--- config.mk ---
export PLATFORM = sky130hd
export DESIGN_NAME = lscr_regs
export DESIGN_NICKNAME = d
export VERILOG_FILES = /design/src/design/lscr_pkg.sv /design/src/design/lscr_wait_if.sv /design/src/design/lscr_wait_timer.sv /design/src/design/lscr_regs.sv
export VERILOG_INCLUDE_DIRS = /design/src /design/src/design
export SDC_FILE = /design/constraint.sdc
export NUM_CORES = 1
export LEC_CHECK = 0
export BUFFER_PORTS_ARGS = -buffer_cell sky130_fd_sc_hd__clkbuf_2
export CORE_ASPECT_RATIO = 0.7
export CORE_MARGIN = 2
export CORE_UTILIZATION = 45
export CTS_CLUSTER_DIAMETER = 120
export DETAILED_ROUTE_END_ITERATION = 12
export PLACE_DENSITY = 0.68
export SYNTH_ARGS = -nofsm -noshare
export SYNTH_HDL_FRONTEND = slang
export SYNTH_HIERARCHICAL = 1
export SYNTH_SLANG_ARGS = --single-unit
--- constraint.sdc ---
create_clock -name clk -period 2.5 [get_ports clk]
set_clock_uncertainty 0.2 [all_clocks]
set_input_delay 0.125 -clock clk [delete_from_list [all_inputs] [get_ports clk]]
set_output_delay 0.125 -clock clk [all_outputs]
set_load 0.005 [all_outputs]
--- src/design/lscr_params.svh ---
// register map, field positions, reset values and timing for the light sensor register bank
`ifndef LSCR_PARAMS_SVH
`define LSCR_PARAMS_SVH

// byte addresses on the register port
`define LSCR_ADDR_WAIT_CFG   8'h8d
`define LSCR_ADDR_GAIN_CFG   8'h90
`define LSCR_ADDR_REVISION   8'h91
`define LSCR_ADDR_DEV_TYPE   8'h92
`define LSCR_ADDR_STATUS     8'h93
`define LSCR_ADDR_VIS_LO     8'h94
`define LSCR_ADDR_VIS_HI     8'h95
`define LSCR_ADDR_IR_LO      8'h96
`define LSCR_ADDR_IR_HI      8'h97
`define LSCR_ADDR_PKG_CODE   8'h9e
`define LSCR_ADDR_MISC_CFG   8'hab

// field positions
`define LSCR_BIT_WAIT_STRETCH 2
`define LSCR_BIT_SAT_FLAG     7
`define LSCR_BIT_THR_FLAG     4
`define LSCR_BIT_CAL_FLAG     3
`define LSCR_BIT_READ_CLEAR   7

// reset values and fixed reserved fields
`define LSCR_RST_WAIT_CFG    8'h80
`define LSCR_RST_GAIN_CFG    8'h00
`define LSCR_RST_MISC_CFG    8'h4c
`define LSCR_RST_RESULT      16'h0000
`define LSCR_REV_RESERVED    5'h0c

// timing: one wait step, the clock period, and the long-wait factor
`define LSCR_WAIT_STEP_NS       2800000
`define LSCR_CLK_PERIOD_NS      20
`define LSCR_WAIT_STRETCH_FACTOR 12

`endif

--- src/design/lscr_pkg.sv ---
// types shared by the light sensor register bank and its wait timer
package lscr_pkg;

	typedef logic [7:0] lscr_byte_t;

	// analog gain codes
	typedef enum logic [1:0] {
		LSCR_GAIN_1X  = 2'b00,
		LSCR_GAIN_4X  = 2'b01,
		LSCR_GAIN_16X = 2'b10,
		LSCR_GAIN_64X = 2'b11
	} lscr_gain_t;

	// wait timer states
	typedef enum logic {
		LSCR_WAIT_IDLE = 1'b0,
		LSCR_WAIT_RUN  = 1'b1
	} lscr_wait_state_t;

endpackage : lscr_pkg

--- src/design/lscr_wait_if.sv ---
// link between the register bank and the wait timer
`timescale 1ns/1ps
interface lscr_wait_if;
	logic               start;   // one-cycle launch pulse
	lscr_pkg::lscr_byte_t period; // programmed step count minus one
	logic               stretch; // long-wait select
	logic               done;    // one-cycle end pulse

	modport ctrl  (output start, output period, output stretch, input done);
	modport timer (input start, input period, input stretch, output done);
endinterface : lscr_wait_if

--- src/design/lscr_wait_timer.sv ---
// wait period down counter with optional long-wait stretch
`timescale 1ns/1ps
`include "lscr_params.svh"
module lscr_wait_timer #(
	parameter int unsigned STEP_CYCLES = (`LSCR_WAIT_STEP_NS + `LSCR_CLK_PERIOD_NS - 1)
	                                     / `LSCR_CLK_PERIOD_NS,
	parameter int unsigned STRETCH     = `LSCR_WAIT_STRETCH_FACTOR
) (
	input  wire logic   clk,     // system clock
	input  wire logic   sys_rst, // synchronous reset, high
	lscr_wait_if.timer  wt       // launch and completion
);
	import lscr_pkg::*;

	localparam int unsigned PRE_W = $clog2(STEP_CYCLES * STRETCH + 1);
	localparam logic [PRE_W-1:0] LEN_N = PRE_W'(STEP_CYCLES - 1);
	localparam logic [PRE_W-1:0] LEN_S = PRE_W'(STEP_CYCLES * STRETCH - 1);

	lscr_wait_state_t state_ff;
	logic [PRE_W-1:0] pre_ff;     // cycles left in the current step
	logic [7:0]       steps_ff;   // whole steps left after this one
	logic             stretch_ff; // stretch latched at launch
	logic             done_ff;
	logic             launch;
	logic             last;

	assign launch  = (state_ff == LSCR_WAIT_IDLE) && wt.start;
	assign last    = (state_ff == LSCR_WAIT_RUN) && (pre_ff == '0) && (steps_ff == 8'h00);
	assign wt.done = done_ff;

	// a start while running is ignored so one period is never cut short
	always_ff @(posedge clk) begin
		if (sys_rst) begin
			state_ff <= LSCR_WAIT_IDLE;
		end else begin
			unique case (state_ff)
				LSCR_WAIT_IDLE: if (launch) state_ff <= LSCR_WAIT_RUN;
				LSCR_WAIT_RUN:  if (last) state_ff <= LSCR_WAIT_IDLE;
			endcase
		end
	end

	// down counter of (value + 1) steps, each step long or short
	always_ff @(posedge clk) begin
		if (sys_rst) begin
			pre_ff     <= '0;
			steps_ff   <= 8'h00;
			stretch_ff <= 1'b0;
		end else if (launch) begin
			steps_ff   <= wt.period;
			stretch_ff <= wt.stretch;
			pre_ff     <= wt.stretch ? LEN_S : LEN_N;
		end else if (state_ff == LSCR_WAIT_RUN) begin
			if (pre_ff == '0) begin
				pre_ff   <= stretch_ff ? LEN_S : LEN_N;
				steps_ff <= steps_ff - 8'h01;
			end else begin
				pre_ff <= pre_ff - PRE_W'(1);
			end
		end
	end

	// completion pulse, one cycle after the last counted cycle
	always_ff @(posedge clk) begin
		if (sys_rst) done_ff <= 1'b0;
		else done_ff <= last;
	end

	// helper counters for checking the period length
	logic [31:0] elapsed_ff;
	logic [7:0]  period_ff;
	always_ff @(posedge clk) begin
		if (sys_rst) begin
			elapsed_ff <= 32'h0000_0000;
			period_ff  <= 8'h00;
		end else if (launch) begin
			elapsed_ff <= 32'h0000_0000;
			period_ff  <= wt.period;
		end else if (state_ff == LSCR_WAIT_RUN) begin
			elapsed_ff <= elapsed_ff + 32'h0000_0001;
		end
	end
endmodule : lscr_wait_timer

--- src/design/lscr_regs.sv ---
// configuration, identification, status and result registers of the light sensor
`timescale 1ns/1ps
`include "lscr_params.svh"
module lscr_regs #(
	parameter logic [2:0] SILICON_REVISION = 3'h5,  // arbitrary value
	parameter logic [5:0] DEVICE_TYPE      = 6'h2a, // arbitrary value
	parameter logic [3:0] PACKAGE_CODE     = 4'h7,  // arbitrary value
	parameter int unsigned WAIT_STEP_CYCLES = (`LSCR_WAIT_STEP_NS + `LSCR_CLK_PERIOD_NS - 1)
	                                          / `LSCR_CLK_PERIOD_NS
) (
	input  wire logic                 clk,                   // system clock
	input  wire logic                 sys_rst,               // synchronous reset, high
	input  wire logic [7:0]           reg_addr,              // register byte address
	input  wire logic                 reg_wr,                // write strobe
	input  wire logic                 reg_rd,                // read strobe
	input  wire lscr_pkg::lscr_byte_t reg_wdata,             // write data
	output lscr_pkg::lscr_byte_t      reg_rdata,             // read data
	output logic                      reg_rvalid,            // read data valid pulse
	input  wire logic                 sat_event,             // front-end saturated
	input  wire logic                 cal_done,              // calibration finished
	input  wire logic                 result_valid,          // new results present
	input  wire logic [15:0]          vis_result,            // visible channel result
	input  wire logic [15:0]          ir_result,             // infrared channel result
	input  wire logic                 thr_outside,           // visible result out of window
	input  wire logic [7:0]           persist_count_needed,  // out-of-window results needed
	input  wire logic                 wait_start,            // begin a wait period
	input  wire logic [7:0]           wait_period_value,     // wait steps minus one
	output logic                      wait_done,             // wait period over pulse
	output logic                      wait_stretch_enable,   // long-wait select
	output lscr_pkg::lscr_gain_t      gain_select,           // analog gain code
	output logic [6:0]                gain_mult              // analog gain factor
);
	import lscr_pkg::*;

	lscr_byte_t  wait_cfg_ff;
	lscr_byte_t  gain_cfg_ff;
	lscr_byte_t  misc_cfg_ff;
	lscr_byte_t  flag_status_ff;
	lscr_byte_t  nxt_flag_status;
	logic [15:0] vis_res_ff;
	logic [15:0] ir_res_ff;
	logic [7:0]  pers_cnt_ff;
	logic [7:0]  nxt_pers_cnt;
	lscr_byte_t  rdata_ff;
	lscr_byte_t  nxt_rdata;
	logic        rvalid_ff;
	logic [6:0]  gain_mult_ff;
	logic        thr_set;
	logic        status_rd;
	logic        status_wr;
	logic        read_clear;
	lscr_byte_t  set_vec;
	lscr_byte_t  clr_vec;

	lscr_wait_if wt_if();

	assign reg_rdata           = rdata_ff;
	assign reg_rvalid          = rvalid_ff;
	assign gain_mult           = gain_mult_ff;
	assign wait_stretch_enable = wait_cfg_ff[`LSCR_BIT_WAIT_STRETCH];
	assign gain_select         = lscr_gain_t'(gain_cfg_ff[1:0]);
	assign wait_done           = wt_if.done;

	// wait timer launch; the stretch bit travels with the start
	assign wt_if.start   = wait_start;
	assign wt_if.period  = wait_period_value;
	assign wt_if.stretch = wait_cfg_ff[`LSCR_BIT_WAIT_STRETCH];

	lscr_wait_timer #(
		.STEP_CYCLES (WAIT_STEP_CYCLES),
		.STRETCH     (`LSCR_WAIT_STRETCH_FACTOR)
	) u_wait_timer (
		.clk     (clk),
		.sys_rst (sys_rst),
		.wt      (wt_if.timer)
	);

	// writable configuration; reserved bits are stored as written
	always_ff @(posedge clk) begin
		if (sys_rst) begin
			wait_cfg_ff <= `LSCR_RST_WAIT_CFG;
			gain_cfg_ff <= `LSCR_RST_GAIN_CFG;
			misc_cfg_ff <= `LSCR_RST_MISC_CFG;
		end else if (reg_wr) begin
			if (reg_addr == `LSCR_ADDR_WAIT_CFG) wait_cfg_ff <= reg_wdata;
			if (reg_addr == `LSCR_ADDR_GAIN_CFG) gain_cfg_ff <= reg_wdata;
			if (reg_addr == `LSCR_ADDR_MISC_CFG) misc_cfg_ff <= reg_wdata;
		end
	end

	// gain factor, registered so the output comes straight from a flop
	always_ff @(posedge clk) begin
		if (sys_rst) begin
			gain_mult_ff <= 7'h01;
		end else begin
			unique case (lscr_gain_t'(gain_cfg_ff[1:0]))
				LSCR_GAIN_1X:  gain_mult_ff <= 7'h01;
				LSCR_GAIN_4X:  gain_mult_ff <= 7'h04;
				LSCR_GAIN_16X: gain_mult_ff <= 7'h10;
				LSCR_GAIN_64X: gain_mult_ff <= 7'h40;
			endcase
		end
	end

	// results are latched only from the measurement side, never by writes
	always_ff @(posedge clk) begin
		if (sys_rst) begin
			vis_res_ff <= `LSCR_RST_RESULT;
			ir_res_ff  <= `LSCR_RST_RESULT;
		end else if (result_valid) begin
			vis_res_ff <= vis_result;
			ir_res_ff  <= ir_result;
		end
	end

	// persistence counter; saturates so a long run keeps raising the flag
	always_comb begin
		nxt_pers_cnt = (pers_cnt_ff == 8'hff) ? pers_cnt_ff : pers_cnt_ff + 8'h01;
		thr_set      = result_valid && thr_outside &&
		               ((persist_count_needed == 8'h00) || (nxt_pers_cnt >= persist_count_needed));
	end

	always_ff @(posedge clk) begin
		if (sys_rst) pers_cnt_ff <= 8'h00;
		else if (result_valid) pers_cnt_ff <= thr_outside ? nxt_pers_cnt : 8'h00;
	end

	// flag set and clear terms; a set in the clearing cycle wins
	always_comb begin
		status_rd  = reg_rd && (reg_addr == `LSCR_ADDR_STATUS);
		status_wr  = reg_wr && (reg_addr == `LSCR_ADDR_STATUS);
		read_clear = status_rd && misc_cfg_ff[`LSCR_BIT_READ_CLEAR];
		set_vec    = 8'h00;
		set_vec[`LSCR_BIT_SAT_FLAG] = sat_event;
		set_vec[`LSCR_BIT_THR_FLAG] = thr_set;
		set_vec[`LSCR_BIT_CAL_FLAG] = cal_done;
		clr_vec    = read_clear ? 8'hff : (status_wr ? reg_wdata : 8'h00);
		nxt_flag_status = set_vec | (flag_status_ff & ~clr_vec);
	end

	always_ff @(posedge clk) begin
		if (sys_rst) flag_status_ff <= 8'h00;
		else flag_status_ff <= nxt_flag_status;
	end

	// read mux; unmapped addresses and write-only gaps read as zero
	always_comb begin
		unique case (reg_addr)
			`LSCR_ADDR_WAIT_CFG: nxt_rdata = wait_cfg_ff;
			`LSCR_ADDR_GAIN_CFG: nxt_rdata = gain_cfg_ff;
			`LSCR_ADDR_REVISION: nxt_rdata = {`LSCR_REV_RESERVED, SILICON_REVISION};
			`LSCR_ADDR_DEV_TYPE: nxt_rdata = {DEVICE_TYPE, 2'h0};
			`LSCR_ADDR_STATUS:   nxt_rdata = flag_status_ff;
			`LSCR_ADDR_VIS_LO:   nxt_rdata = vis_res_ff[7:0];
			`LSCR_ADDR_VIS_HI:   nxt_rdata = vis_res_ff[15:8];
			`LSCR_ADDR_IR_LO:    nxt_rdata = ir_res_ff[7:0];
			`LSCR_ADDR_IR_HI:    nxt_rdata = ir_res_ff[15:8];
			`LSCR_ADDR_PKG_CODE: nxt_rdata = {4'h0, PACKAGE_CODE};
			`LSCR_ADDR_MISC_CFG: nxt_rdata = misc_cfg_ff;
			default:             nxt_rdata = 8'h00;
		endcase
	end

	// read data is the pre-clear value, captured at the same edge as the clear
	always_ff @(posedge clk) begin
		if (sys_rst) begin
			rdata_ff  <= 8'h00;
			rvalid_ff <= 1'b0;
		end else begin
			rvalid_ff <= reg_rd;
			if (reg_rd) rdata_ff <= nxt_rdata;
		end
	end
endmodule : lscr_regs

Word level (Yosys, flattened, before mapping)
Cells that the tools add are included.
{"block": "word_totals", "elab_cells": 74, "reg_bits": 120}
{"block": "classes", "magnitude_cmp": 1, "eq_ne": 15, "n_mux": 17, "addsub": 3, "n_reduce_logical": 19, "n_bitwise": 4}
{"op": "21-bit two-way mux", "n": 5}
{"op": "8-bit == test, second input constant", "n": 12}
{"op": "8-bit case mux with 11 select lines", "n": 1}
{"op": "8-bit two-way mux", "n": 7}
{"op": "7-bit case mux with 4 select lines", "n": 1}
{"op": "21-bit logical NOT", "n": 1}
{"op": "21-bit by 1-bit subtractor with 21-bit output, second input constant", "n": 1}
{"op": "8-bit logical NOT", "n": 2}
{"op": "8-bit by 1-bit adder with 8-bit output, second input constant", "n": 1}
{"op": "8-bit bitwise AND", "n": 1}
{"op": "8-bit greater-or-equal comparator", "n": 1}
{"op": "1-bit logical AND", "n": 8}
{"op": "8-bit NOT", "n": 1}
{"op": "8-bit bitwise OR", "n": 1}
{"op": "2-bit AND reduction", "n": 4}
{"op": "8-bit by 1-bit subtractor with 8-bit output, second input constant", "n": 1}
{"op": "2-bit == test, second input constant", "n": 2}
{"op": "2-bit nonzero test", "n": 2}
{"op": "2-bit by 1-bit == test with 1-bit output, second input constant", "n": 1}
{"op": "2-bit logical NOT", "n": 1}
{"op": "1-bit two-way mux", "n": 2}
{"op": "1-bit case mux with 2 select lines", "n": 1}
{"op": "1-bit logical OR", "n": 1}
{"op": "1-bit NOT", "n": 1}

Longest topological paths before layout
Gate-level depths: netlist of run 1.
{"block": "depth", "ltp_word": 7, "depth_mapped": 10, "ltp_nobuf": 10}

By module
Netlist of run 1, hierarchy kept.
{"module": "lscr_regs", "instances": 1, "area_per_inst_um2": 4172.8, "cells_per_inst": 478}
{"module": "lscr_wait_timer", "instances": 1, "area_per_inst_um2": 1895.6, "cells_per_inst": 220}

Worst setup path after synthesis of run 1
No wires, ideal clock.
{"block": "synth_timing", "kind": "register to register", "startpoint": "register pers_cnt_ff[0]", "endpoint": "register flag_status_ff[4]", "slack_ns": 0.055, "n_path_buf": 0, "t_arrival_ns": 2.113, "t_required_ns": 2.167, "path_stages_with_launch": 10, "path_cell_list": "dfxtp_1 > ha_1 > nand3_1 > nor2_1 > mux2_2 > ha_1 > a21oi_1 > nor2b_1 > o31ai_1 > a31oi_1"}
{"block": "synth_between", "elab_chain_cells": 6, "word_cells_on_any_way": 7}
{"element": "from (decl)", "line_no": "lscr_regs.sv:42", "rtl": "logic [7:0] pers_cnt_ff;"}
{"element": "from (signal assigned)", "line_no": "lscr_regs.sv:125", "rtl": "else if (result_valid) pers_cnt_ff <= thr_outside ? nxt_pers_cnt : 8'h00;"}
{"element": "8-bit by 1-bit adder with 8-bit output / 8-bit == test (equally long branches)", "line_no": "lscr_regs.sv:118", "rtl": "nxt_pers_cnt = (pers_cnt_ff == 8'hff) ? pers_cnt_ff : pers_cnt_ff + 8'h01;"}
{"element": "8-bit two-way mux (*)", "line_no": "lscr_regs.sv:118"}
{"element": "8-bit greater-or-equal comparator (*)", "line_no": "lscr_regs.sv:120", "rtl": "((persist_count_needed == 8'h00) || (nxt_pers_cnt >= persist_count_needed));"}
{"element": "1-bit logical OR (*)", "line_no": "lscr_regs.sv:120"}
{"element": "1-bit logical AND (*)", "line_no": "lscr_regs.sv:119", "rtl": "thr_set = result_valid && thr_outside &&"}
{"element": "8-bit bitwise OR (*)", "line_no": "lscr_regs.sv:138", "rtl": "nxt_flag_status = set_vec | (flag_status_ff & ~clr_vec);"}
{"element": "to (signal assigned)", "line_no": "lscr_regs.sv:143", "rtl": "else flag_status_ff <= nxt_flag_status;"}
{"element": "to (decl)", "line_no": "lscr_regs.sv:38", "rtl": "lscr_byte_t flag_status_ff;"}
Every way passes the cells marked *; elsewhere a longest branch is shown, timed or not.
A chain may end at the register's enable or synchronous reset.

Worst setup path in the final report of run 1
{"block": "layout_timing", "startpoint": "register pers_cnt_ff[7]", "endpoint": "register flag_status_ff[4]"}
Same word-level chain as after synthesis.

==> results of run 1 <==
-- critical path, stage by stage, from the launching register on --
cell and delay [ns]:
sky130_fd_sc_hd__dfxtp_1 0.41, sky130_fd_sc_hd__nand4_1 0.30, sky130_fd_sc_hd__nor2_4 0.22, sky130_fd_sc_hd__mux2_2 0.35, sky130_fd_sc_hd__ha_1 0.27, sky130_fd_sc_hd__a21oi_1 0.12
sky130_fd_sc_hd__nor2b_1 0.06, sky130_fd_sc_hd__o31ai_1 0.22, sky130_fd_sc_hd__a31oi_1 0.11
-- flip-flops by register name, summed over array words and instances (netlist names), 8 cells and up --
name,cells
u_wait_timer/pre_ff,21
ir_res_ff,16
vis_res_ff,16
flag_status_ff,8
gain_cfg_ff,8
misc_cfg_ff,8
pers_cnt_ff,8
reg_rdata,8
u_wait_timer/steps_ff,8
wait_cfg_ff,8
-- power breakdown --
group	switching (mW)	leakage [nW]	total [mW]	internal, mW
registers	0.0616	0.956	2.00	1.94
logic	0.376	2.17	0.699	0.323
clock network	0.919	0.303	2.62	1.70
-- cell usage in the layout, fill, tap and decap left out, types with 12 or more instances in the layout --
cell	n
sky130_fd_sc_hd__a31oi_1	14
sky130_fd_sc_hd__nor2_1	94
sky130_fd_sc_hd__clkbuf_2	88
sky130_fd_sc_hd__ha_1	12
sky130_fd_sc_hd__buf_4	35
sky130_fd_sc_hd__nand2_1	44
sky130_fd_sc_hd__nand2b_1	12
sky130_fd_sc_hd__dlygate4sd3_1	65
sky130_fd_sc_hd__dfxtp_1	117
sky130_fd_sc_hd__clkbuf_16	17
sky130_fd_sc_hd__inv_1	25
sky130_fd_sc_hd__nand3_1	24
sky130_fd_sc_hd__mux2i_1	50
sky130_fd_sc_hd__a21oi_1	44
sky130_fd_sc_hd__nor3_1	12
-- routing by layer --
layer	part of all wire	wire length, um	up-vias	global-route usage
met3	0.070	1240	26	0.0440
met5	0	0	-	0
met4	0.015	270	0	0.0937
li1	-	-	2870	-
met2	0.44	7700	248	0.380
met1	0.48	8430	2801	0.350
-- how the worst max path moves through the flow --
stage	cells past startpoint	to	startpoint	slack, ns
6_report	8	flag_status_ff[4]$_SDFF_PP0_	pers_cnt_ff[7]$_SDFFE_PP0P_	0.10
5_1_grt	10	flag_status_ff[4]$_SDFF_PP0_	pers_cnt_ff[1]$_SDFFE_PP0P_	-0.01
4_1_cts	5	u_wait_timer/steps_ff[7]$_SDFFE_PP0P_	u_wait_timer/pre_ff[11]$_SDFFE_PP0P_	0.06
3_5_place_dp	5	u_wait_timer/steps_ff[7]$_SDFFE_PP0P_	u_wait_timer/pre_ff[11]$_SDFFE_PP0P_	0.09
3_3_place_gp	5	u_wait_timer/steps_ff[7]$_SDFFE_PP0P_	u_wait_timer/pre_ff[11]$_SDFFE_PP0P_	0.11
2_1_floorplan	9	flag_status_ff[4]$_SDFF_PP0_	pers_cnt_ff[0]$_SDFFE_PP0P_	0.05
-- area by class of cell --
cell class              instances  share of cell area
well taps                     185              0.0285
repair buffers                189               0.169
clock buffers                  18              0.0542
flip-flops and latches        117               0.289
inverters                      26              0.0120
clock inverters                14              0.0247
multi-input cells             507               0.422
-- timing repair --
| item | CTS | global route |
|---|---|---|
| buffers inserted | 0 | 1 |
| hold endpoints to repair | 85 | 0 |
| endpoints found under the setup margin | 0 | 5 |
| gates resized for setup | 0 | 9 |
| hold buffers | 65 | 0 |
-- kinds of logic after synthesis --
kind of cell	Yosys count
compound gates	160
xor+xnor	11
fa+ha+maj	12
buf+inv	77
flops	117
mux	58
other cells	1
simple gates	262
-- stage by stage --
step           setup TNS (ns)   util  hold WS (ns)  cells
4_1_cts                     0  0.610        0.0114   1054
3_5_place_dp                0  0.512         0.171    957
6_report                    0  0.615        0.0278   1056
5_1_grt              -0.00984  0.615        0.0385   1056
3_3_place_gp                0  0.512         0.160    957
2_1_floorplan               0      -        0.0545    700
==> impl_metrics.json, run 1 <==
{
  "route.final.wire_length_mm": 17.6,
  "multi_input_comb_area_sq_um": 3420,
  "clock_tree.root_cell": "sky130_fd_sc_hd__clkbuf_16",
  "synth-seq-cells": 117,
  "floorplan.die.width_um": 143,
  "max_clock_freq_mhz": 418,
  "h-tree-depth": 4,
  "synth_top_family_by_area": "simple AND/OR/NAND/NOR gates",
  "io_buffer_count": 89,
  "detail_route.drc_violations": 0,
  "insertion_delay_ns": 0.42,
  "startpoint_of_the_most_critical_hold_path": "persist_count_needed[2]",
  "synthSimpleGateAreaFrac": 0.227,
  "cellLeakagePower_nw": 3.43,
  "critPathRequiredTime_ns": 2.59,
  "drive_above_1_share": 0.220,
  "gp_routability_congestion": 0.913,
  "synth_edf_count": 0,
  "placed_cell_area_sq_um": 6750,
  "synth_xor_xnor_area_share": 0.0159,
  "power.density_nw_per_um2": 656,
  "worst_r2r_path_depth": 8,
  "r2r-end": "flag_status_ff[4]$_SDFF_PP0_",
  "total_half_perimeter_wirelength_after_legalization_and_detailed_placement_mm": 12.2,
  "synthesized_area_fraction_occupied_by_adder_cells": 0.0247,
  "chipHeight_um": 101,
  "netlist_top_cells_count": "sky130_fd_sc_hd__dfxtp_1, sky130_fd_sc_hd__nor2_1, sky130_fd_sc_hd__mux2i_1",
  "drt_iter0_drc": 504,
  "layout_area_overhead_pct": 33.6,
  "hold_class": "in -> reg",
  "synth_compound_gate_area_share": 0.180,
  "antennaDiodeCount": 0,
  "drv_cap": 0,
  "finalMaxSlewViolations": 0,
  "endpoints_failing_hold": 0,
  "grt_util_all_layers": 0.247,
  "detail_route.wl_per_cell_um": 16.7,
  "synthesis.area_per_instance_sq_um": 8.69,
  "number_of_clock_buffers_inserted_by_tritoncts": 17,
  "synth-seq-area-share": 0.386,
  "final_cycle_share": 0.958,
  "hold-path-endpoint": "flag_status_ff[4]$_SDFF_PP0_",
  "cts.sinks": 117,
  "maximum_root_to_sink_buffer_count": 2,
  "distinct_cell_type_count_of_the_synthesized_netlist": 79,
  "synth_async_sr_flop_share": 0,
  "r2r-start": "pers_cnt_ff[7]$_SDFFE_PP0P_",
  "total_power_mw": 5.32,
  "crit_fanout": 5,
  "synth_mux_area_frac": 0.105,
  "setup-violations-final": 0,
  "criticalPathCategory": "reg -> reg",
  "synthMostInstantiatedCell": "sky130_fd_sc_hd__dfxtp_1",
  "first_pass_iteration_count_of_the_detailed_router": 5,
  "mapped_area_sq_um": 6070,
  "postSynth.topFlopCell": "sky130_fd_sc_hd__dfxtp_1",
  "timing.final.crit_period_ns": 2.40,
  "floorplan.die_area_sq_um": 14400,
  "syn_inst": 698,
  "post-synth-top-area-cell": "sky130_fd_sc_hd__dfxtp_1",
  "synth.top_cells.by_area": "sky130_fd_sc_hd__dfxtp_1, sky130_fd_sc_hd__mux2i_1, sky130_fd_sc_hd__nor2_1",
  "yosys_warning_total": 6,
  "vias": 5945,
  "grt_start_max_net_pins": 43,
  "cts_tree": "done",
  "min_path_cells": 5,
  "final.fill_count": 1108,
  "number_of_global_route_vias_before_repair": 5531,
  "ir_drop_mv": 0.486,
  "area.sequential_sq_um": 2340,
  "io_pins": 93,
  "initial_utilization": 0.460,
  "fin_area_sq_um": 8110,
  "status": "complete, no violations",
  "crit_path_start_kind": "flop",
  "worst_slack_ns": 0.105,
  "grt_first_pass_wirelength_mm": 27.8,
  "pre_cts_setup_slack_ns": 0.0850,
  "core_region_area_sq_um": 13200,
  "worst_slew_pin_slew_ns": 0.572,
  "crit_path_end_kind": "flop",
  "synth_largest_type_area_fraction": 0.386,
  "timing.max_slew.rel_slack": 0.618,
  "initial_antenna_violation_count": 0,
  "clk_pin_slew_worst_paths_ns": 0.06,
  "design.final.nets": 943,
  "antenna_violating_nets_post_route": 0,
  "floorplan.rows": 35,
  "cp.arrival_ns": 2.48,
  "grt_remaining_overflow": 0,
  "via_per_inst": 5.63,
  "rrSetupSlack_ns": 0.10
}
No activity file was read; power rests on OpenSTA's default activity.
==> run 2: changes to the inputs <==
--- a/config.mk
+++ b/config.mk
@@ -12,6 +12,7 @@
 export CORE_UTILIZATION = 45
 export CTS_CLUSTER_DIAMETER = 120
 export DETAILED_ROUTE_END_ITERATION = 12
+export GPL_TIMING_DRIVEN = 0
 export PLACE_DENSITY = 0.68
 export SYNTH_ARGS = -nofsm -noshare
 export SYNTH_HDL_FRONTEND = slang
==> impl_metrics.json, run 2 (same netlist as run 1, synthesis figures left out) <==
{
  "initial_antenna_violation_count": 1,
  "cellInternalPower_mw": 3.86,
  "criticalPathCategory": "reg -> reg",
  "io_buffer_count": 84,
  "io_pins": 93,
  "switching_share": 0.273,
  "endpoints_failing_hold": 0,
  "pre_cts_setup_slack_ns": -0.228,
  "maximum_root_to_sink_buffer_count": 2,
  "initial_utilization": 0.460,
  "worst_slack_ns": 0.0255,
  "floorplan.die.width_um": 143,
  "netSwitchingPower_mw": 1.45,
  "vias": 6123,
  "multi_input_comb_area_sq_um": 3490,
  "core_region_area_sq_um": 13200,
  "worst_r2r_path_depth": 8,
  "finalMaxSlewViolations": 0,
  "cts.sinks": 117,
  "max_clock_freq_mhz": 404,
  "final.fill_count": 1103,
  "crit_fanout": 7,
  "layout_top_registers": "u_wait_timer/pre_ff: 21 flops, ir_res_ff: 16 flops, vis_res_ff: 16 flops",
  "power.density_nw_per_um2": 650,
  "drt_iter0_drc": 563,
  "timing.final.crit_period_ns": 2.47,
  "design.final.nets": 958,
  "cp.arrival_ns": 2.55,
  "total_half_perimeter_wirelength_after_legalization_and_detailed_placement_mm": 13.2,
  "floorplan.rows": 35,
  "status": "complete, no violations",
  "setup-violations-final": 0,
  "mostFrequentLayoutCells": "sky130_fd_sc_hd__dfxtp_1, sky130_fd_sc_hd__nor2_1, sky130_fd_sc_hd__clkbuf_2",
  "hold-path-endpoint": "flag_status_ff[4]$_SDFF_PP0_",
  "crit_path_start_kind": "flop",
  "detail_route.wl_per_cell_um": 17.6,
  "grt_util_all_layers": 0.260,
  "rrSetupSlack_ns": 0.03,
  "chipHeight_um": 101,
  "power.clock.fraction": 0.485,
  "worst_slew_pin_slew_ns": 0.869,
  "clk_pin_slew_worst_paths_ns": 0.06,
  "number_of_global_route_vias_before_repair": 5665,
  "fin_area_sq_um": 8170,
  "grt_remaining_overflow": 0,
  "route.final.wire_length_mm": 18.8,
  "via_per_inst": 5.72,
  "area.sequential_sq_um": 2350,
  "gp_routability_congestion": 0.953,
  "critPathRequiredTime_ns": 2.58,
  "startpoint_of_the_most_critical_hold_path": "persist_count_needed[4]",
  "r2r-end": "u_wait_timer/pre_ff[7]$_SDFFE_PP0P_",
  "timing.max_slew.rel_slack": 0.418,
  "h-tree-depth": 4,
  "detail_route.drc_violations": 0,
  "min_path_cells": 5,
  "power.combinational.fraction": 0.138,
  "most_frequent_standard_cell_in_the_layout_excluding_fill_and_tap_cells": "sky130_fd_sc_hd__dfxtp_1",
  "placed_cell_area_sq_um": 6730,
  "grt_start_max_net_pins": 17,
  "antenna_violating_nets_post_route": 0,
  "antennaDiodeCount": 0,
  "crit_path_end_kind": "flop",
  "grt_first_pass_wirelength_mm": 29.1,
  "top_reg_by_flops": "u_wait_timer/pre_ff",
  "hold_class": "in -> reg",
  "layout_area_overhead_pct": 34.6,
  "total_power_mw": 5.31,
  "cts_tree": "done",
  "floorplan.die_area_sq_um": 14400,
  "cellLeakagePower_nw": 3.43,
  "insertion_delay_ns": 0.42,
  "clock_tree.root_cell": "sky130_fd_sc_hd__clkbuf_16",
  "largest_reg_flops": 21,
  "rsz0062_at_grt": "yes",
  "ir_drop_mv": 0.479,
  "number_of_clock_buffers_inserted_by_tritoncts": 17,
  "first_pass_iteration_count_of_the_detailed_router": 5,
  "drv_cap": 0,
  "r2r-start": "u_wait_timer/pre_ff[11]$_SDFFE_PP0P_",
  "seq_power_share": 0.378,
  "final_cycle_share": 0.990,
  "drive_above_1_share": 0.228
}
run 2: cell count changes in the layout (fill, tap and decap cells not counted), sizes merged:
cell and change:
clkbuf +17, dlygate4sd3 -9, buf +6, inv +5, clkinv -2, bufinv -1
clkinvlp -1, dlygate4sd1 +1, nand4b -1
run 2: through the flow:
stage / TNS [ns] / std cells / hold WS (ns) / utilization
after CTS: -0.114 / 1057 / 0.0139 / 0.604
final: 0 / 1071 / 0.0141 / 0.620
after detailed placement: -1.07 / 969 / 0.167 / 0.510
after floorplan: 0 / 700 / 0.0545 / -
after global placement: -1.05 / 969 / 0.160 / 0.510
after global routing: -0.101 / 1071 / 0.0665 / 0.620
run 2: how the worst max path moves through the flow:
stage	startpoint	to	slack (ns)	depth (start not counted)
2_1_floorplan	pers_cnt_ff[0]$_SDFFE_PP0P_	flag_status_ff[4]$_SDFF_PP0_	0.05	9
5_1_grt	pers_cnt_ff[0]$_SDFFE_PP0P_	flag_status_ff[4]$_SDFF_PP0_	-0.06	9
6_report	u_wait_timer/pre_ff[11]$_SDFFE_PP0P_	u_wait_timer/pre_ff[7]$_SDFFE_PP0P_	0.03	8
4_1_cts	pers_cnt_ff[0]$_SDFFE_PP0P_	flag_status_ff[4]$_SDFF_PP0_	-0.11	10
3_5_place_dp	pers_cnt_ff[0]$_SDFFE_PP0P_	flag_status_ff[4]$_SDFF_PP0_	-0.23	9
3_3_place_gp	pers_cnt_ff[0]$_SDFFE_PP0P_	flag_status_ff[4]$_SDFF_PP0_	-0.23	9
run 2: worst max-delay path, stage by stage (launching register included):
cell                       delay, ns
sky130_fd_sc_hd__dfxtp_2        0.35
sky130_fd_sc_hd__or4_4          0.57
sky130_fd_sc_hd__nand4b_4       0.22
sky130_fd_sc_hd__buf_8          0.18
sky130_fd_sc_hd__nor3_4         0.28
sky130_fd_sc_hd__buf_6          0.16
sky130_fd_sc_hd__buf_2          0.16
sky130_fd_sc_hd__a21o_1         0.13
sky130_fd_sc_hd__o32ai_1        0.07
run 2: repair_timing:
item                       CTS  global route
resized for setup            9            26
setup endpoints to repair   15            24
pin swaps                    0             6
setup buffers                0            16
hold endpoints to repair    80             0
hold buffers                56             0
run 2: power by group through the flow:
stage                     clock network (mW)  logic, mW  registers, mW
after global placement                     0      0.571           2.03
after CTS                               2.60      0.677           2.00
after floorplan                            0      0.399           2.02
after detailed placement                   0      0.585           2.03
final                                   2.57      0.730           2.00
after global routing                    2.66      0.790           2.01
run 2: area by class of cell:
cell class | instances | share of cell area
Tap cell | 185 | 0.0283
Buffer | 49 | 0.0338
Timing Repair Buffer | 156 | 0.134
Clock inverter | 15 | 0.0239
Sequential cell | 117 | 0.288
Clock buffer | 17 | 0.0521
Inverter | 26 | 0.0119
Multi-Input combinational cell | 506 | 0.428
run 2: per-layer routing:
layer | wire [um] | up-vias | global-route usage
li1 | - | 2893 | -
met1 | 8590 | 2891 | 0.371
met2 | 8070 | 300 | 0.385
met3 | 1820 | 37 | 0.0662
met4 | 343 | 2 | 0.0876
met5 | 12 | - | 0
==> run 3: changes to the inputs <==
--- a/config.mk
+++ b/config.mk
@@ -8,10 +8,11 @@
 export LEC_CHECK = 0
 export BUFFER_PORTS_ARGS = -buffer_cell sky130_fd_sc_hd__clkbuf_2
 export CORE_ASPECT_RATIO = 0.7
-export CORE_MARGIN = 2
+export CORE_MARGIN = 4
 export CORE_UTILIZATION = 45
 export CTS_CLUSTER_DIAMETER = 120
 export DETAILED_ROUTE_END_ITERATION = 12
+export GPL_ROUTABILITY_DRIVEN = 0
 export GPL_TIMING_DRIVEN = 0
 export PLACE_DENSITY = 0.68
 export SYNTH_ARGS = -nofsm -noshare
==> impl_metrics.json, run 3 (same netlist as run 1, synthesis figures left out) <==
{
  "worst_slew_pin_slew_ns": 0.827,
  "layout_area_overhead_pct": 34.2,
  "timing.setup.tns_ns": 0,
  "route.final.wire_length_mm": 18.3,
  "mostFrequentLayoutCells": "sky130_fd_sc_hd__dfxtp_1, sky130_fd_sc_hd__nor2_1, sky130_fd_sc_hd__clkbuf_2",
  "finalMaxSlewViolations": 0,
  "grt_util_all_layers": 0.236,
  "core_region_area_sq_um": 13200,
  "initial_antenna_violation_count": 0,
  "layout_top_registers": "u_wait_timer/pre_ff: 21 flops, ir_res_ff: 16 flops, vis_res_ff: 16 flops",
  "power.clock.fraction": 0.485,
  "placed_cell_area_sq_um": 6730,
  "crit_path_start_kind": "flop",
  "floorplan.rows": 35,
  "insertion_delay_ns": 0.41,
  "crit_fanout": 4,
  "first_pass_iteration_count_of_the_detailed_router": 6,
  "number_of_global_route_vias_before_repair": 5824,
  "pre_cts_setup_slack_ns": -0.289,
  "most_frequent_standard_cell_in_the_layout_excluding_fill_and_tap_cells": "sky130_fd_sc_hd__dfxtp_1",
  "grt_start_max_net_pins": 17,
  "cellInternalPower_mw": 3.89,
  "timing.final.crit_period_ns": 2.45,
  "largest_reg_flops": 21,
  "io_buffer_count": 84,
  "floorplan.die_area_sq_um": 15400,
  "power.combinational.fraction": 0.135,
  "detail_route.drc_violations": 0,
  "cp.arrival_ns": 2.58,
  "power.density_nw_per_um2": 646,
  "io_pins": 93,
  "endpoints_failing_hold": 0,
  "hold_class": "in -> reg",
  "timing.max_slew.rel_slack": 0.447,
  "cts_tree": "done",
  "fin_area_sq_um": 8150,
  "netSwitchingPower_mw": 1.37,
  "initial_utilization": 0.460,
  "via_per_inst": 5.62,
  "setup-violations-final": 0,
  "max_clock_freq_mhz": 408,
  "number_of_clock_buffers_inserted_by_tritoncts": 17,
  "top_reg_by_flops": "u_wait_timer/pre_ff",
  "biggest_cell_delay_along_the_critical_path_ns": 0.57,
  "chipHeight_um": 105,
  "cellLeakagePower_nw": 3.42,
  "clk_pin_slew_worst_paths_ns": 0.06,
  "floorplan.die.width_um": 147,
  "status": "complete, no violations",
  "crit_path_end_kind": "flop",
  "seq_power_share": 0.380,
  "worst_slack_ns": 0.0510,
  "cts.sinks": 117,
  "drive_above_1_share": 0.225,
  "h-tree-depth": 4,
  "detail_route.wl_per_cell_um": 17.2,
  "critPathRequiredTime_ns": 2.63,
  "criticalPathCategory": "reg -> reg",
  "antenna_violating_nets_post_route": 0,
  "cell_by_cell_listing_of_the_critical_path": "or4_4 -> nand4b_4 -> buf_4 -> or4b_1 -> xor2_1 -> a211oi_2",
  "drv_cap": 0,
  "maximum_root_to_sink_buffer_count": 2,
  "design.final.nets": 956,
  "switching_share": 0.260,
  "ir_drop_mv": 0.493,
  "grt_first_pass_wirelength_mm": 29.4,
  "grt_remaining_overflow": 0,
  "vias": 6008,
  "final_cycle_share": 0.980,
  "slowest_stage": "sky130_fd_sc_hd__or4_4",
  "finalCoreUtilization": 0.618,
  "antennaDiodeCount": 0,
  "total_half_perimeter_wirelength_after_legalization_and_detailed_placement_mm": 13.2,
  "drt_iter0_drc": 420,
  "clock_tree.root_cell": "sky130_fd_sc_hd__clkbuf_16"
}
run 3: cell types whose count changed in the layout (fill, tap and decap cells not counted), moves of 2 or more:
cell,previous run,this run
sky130_fd_sc_hd__inv_6,6,4
sky130_fd_sc_hd__dfxtp_4,0,3
sky130_fd_sc_hd__clkbuf_8,0,2
sky130_fd_sc_hd__buf_6,6,4
sky130_fd_sc_hd__dfxtp_2,6,4
run 3: what timing repair did:
item | CTS | global route
hold endpoints to repair | 78 | 0
setup buffers | 4 | 10
setup endpoints to repair | 14 | 24
hold buffers | 56 | 0
pin swaps | 3 | 6
gates resized for setup | 10 | 25
run 3: metal layers:
layer / wire length [um] / vias up / global-route usage
met2: 7810 / 281 / 0.340
met5: 0 / - / 0
met3: 1710 / 24 / 0.0633
met1: 8570 / 2818 / 0.342
li1: - / 2885 / -
met4: 257 / 0 / 0.0765
run 3: critical path: cells and delay by family (launching register included):
kind,cells,cell delay [ns]
AND/OR/NAND/NOR,3,1.30
XOR/XNOR,1,0.17
AO/OA/AOI/OAI,1,0.20
flip-flops,1,0.33
buffers and inverters,1,0.18
run 3: final cells by class:
type | instances | area [sq um]
flip-flops and latches | 117 | 2360
well taps | 185 | 231
plain buffers | 49 | 269
multi-input cells | 506 | 3480
clock inverters | 13 | 171
fillers | 1109 | 5040
clock buffers | 19 | 453
inverters | 26 | 97.6
repair buffers | 154 | 1090
run 3: power groups by stage:
stage	registers, mW	clock network [mW]	logic [mW]
floorplan	2.02	0	0.399
global placement	2.03	0	0.570
detailed placement	2.04	0	0.584
CTS	2.00	2.58	0.669
global route	2.01	2.67	0.775
finish	2.00	2.55	0.712
run 3: worst paths after layout:
check	start	depth (start not counted)	endpoint	slack [ns]
min	persist_count_needed[2]	5	flag_status_ff[4]$_SDFF_PP0_	0.06
min reg2reg	gain_cfg_ff[4]$_SDFFE_PP0P_	2	gain_cfg_ff[4]$_SDFFE_PP0P_	0.26
max	u_wait_timer/pre_ff[14]$_SDFFE_PP0P_	6	u_wait_timer/steps_ff[7]$_SDFFE_PP0P_	0.05
max reg2reg	u_wait_timer/pre_ff[14]$_SDFFE_PP0P_	6	u_wait_timer/steps_ff[7]$_SDFFE_PP0P_	0.05
run 3: metrics by stage:
stage | total power [mW] | hold slack (ns) | cells
after CTS | 5.25 | 0.0523 | 1059
after global routing | 5.46 | 0.0757 | 1069
final | 5.26 | 0.0633 | 1069
after global placement | 2.60 | 0.161 | 969
after detailed placement | 2.62 | 0.169 | 969
after floorplan | 2.42 | 0.0545 | 700
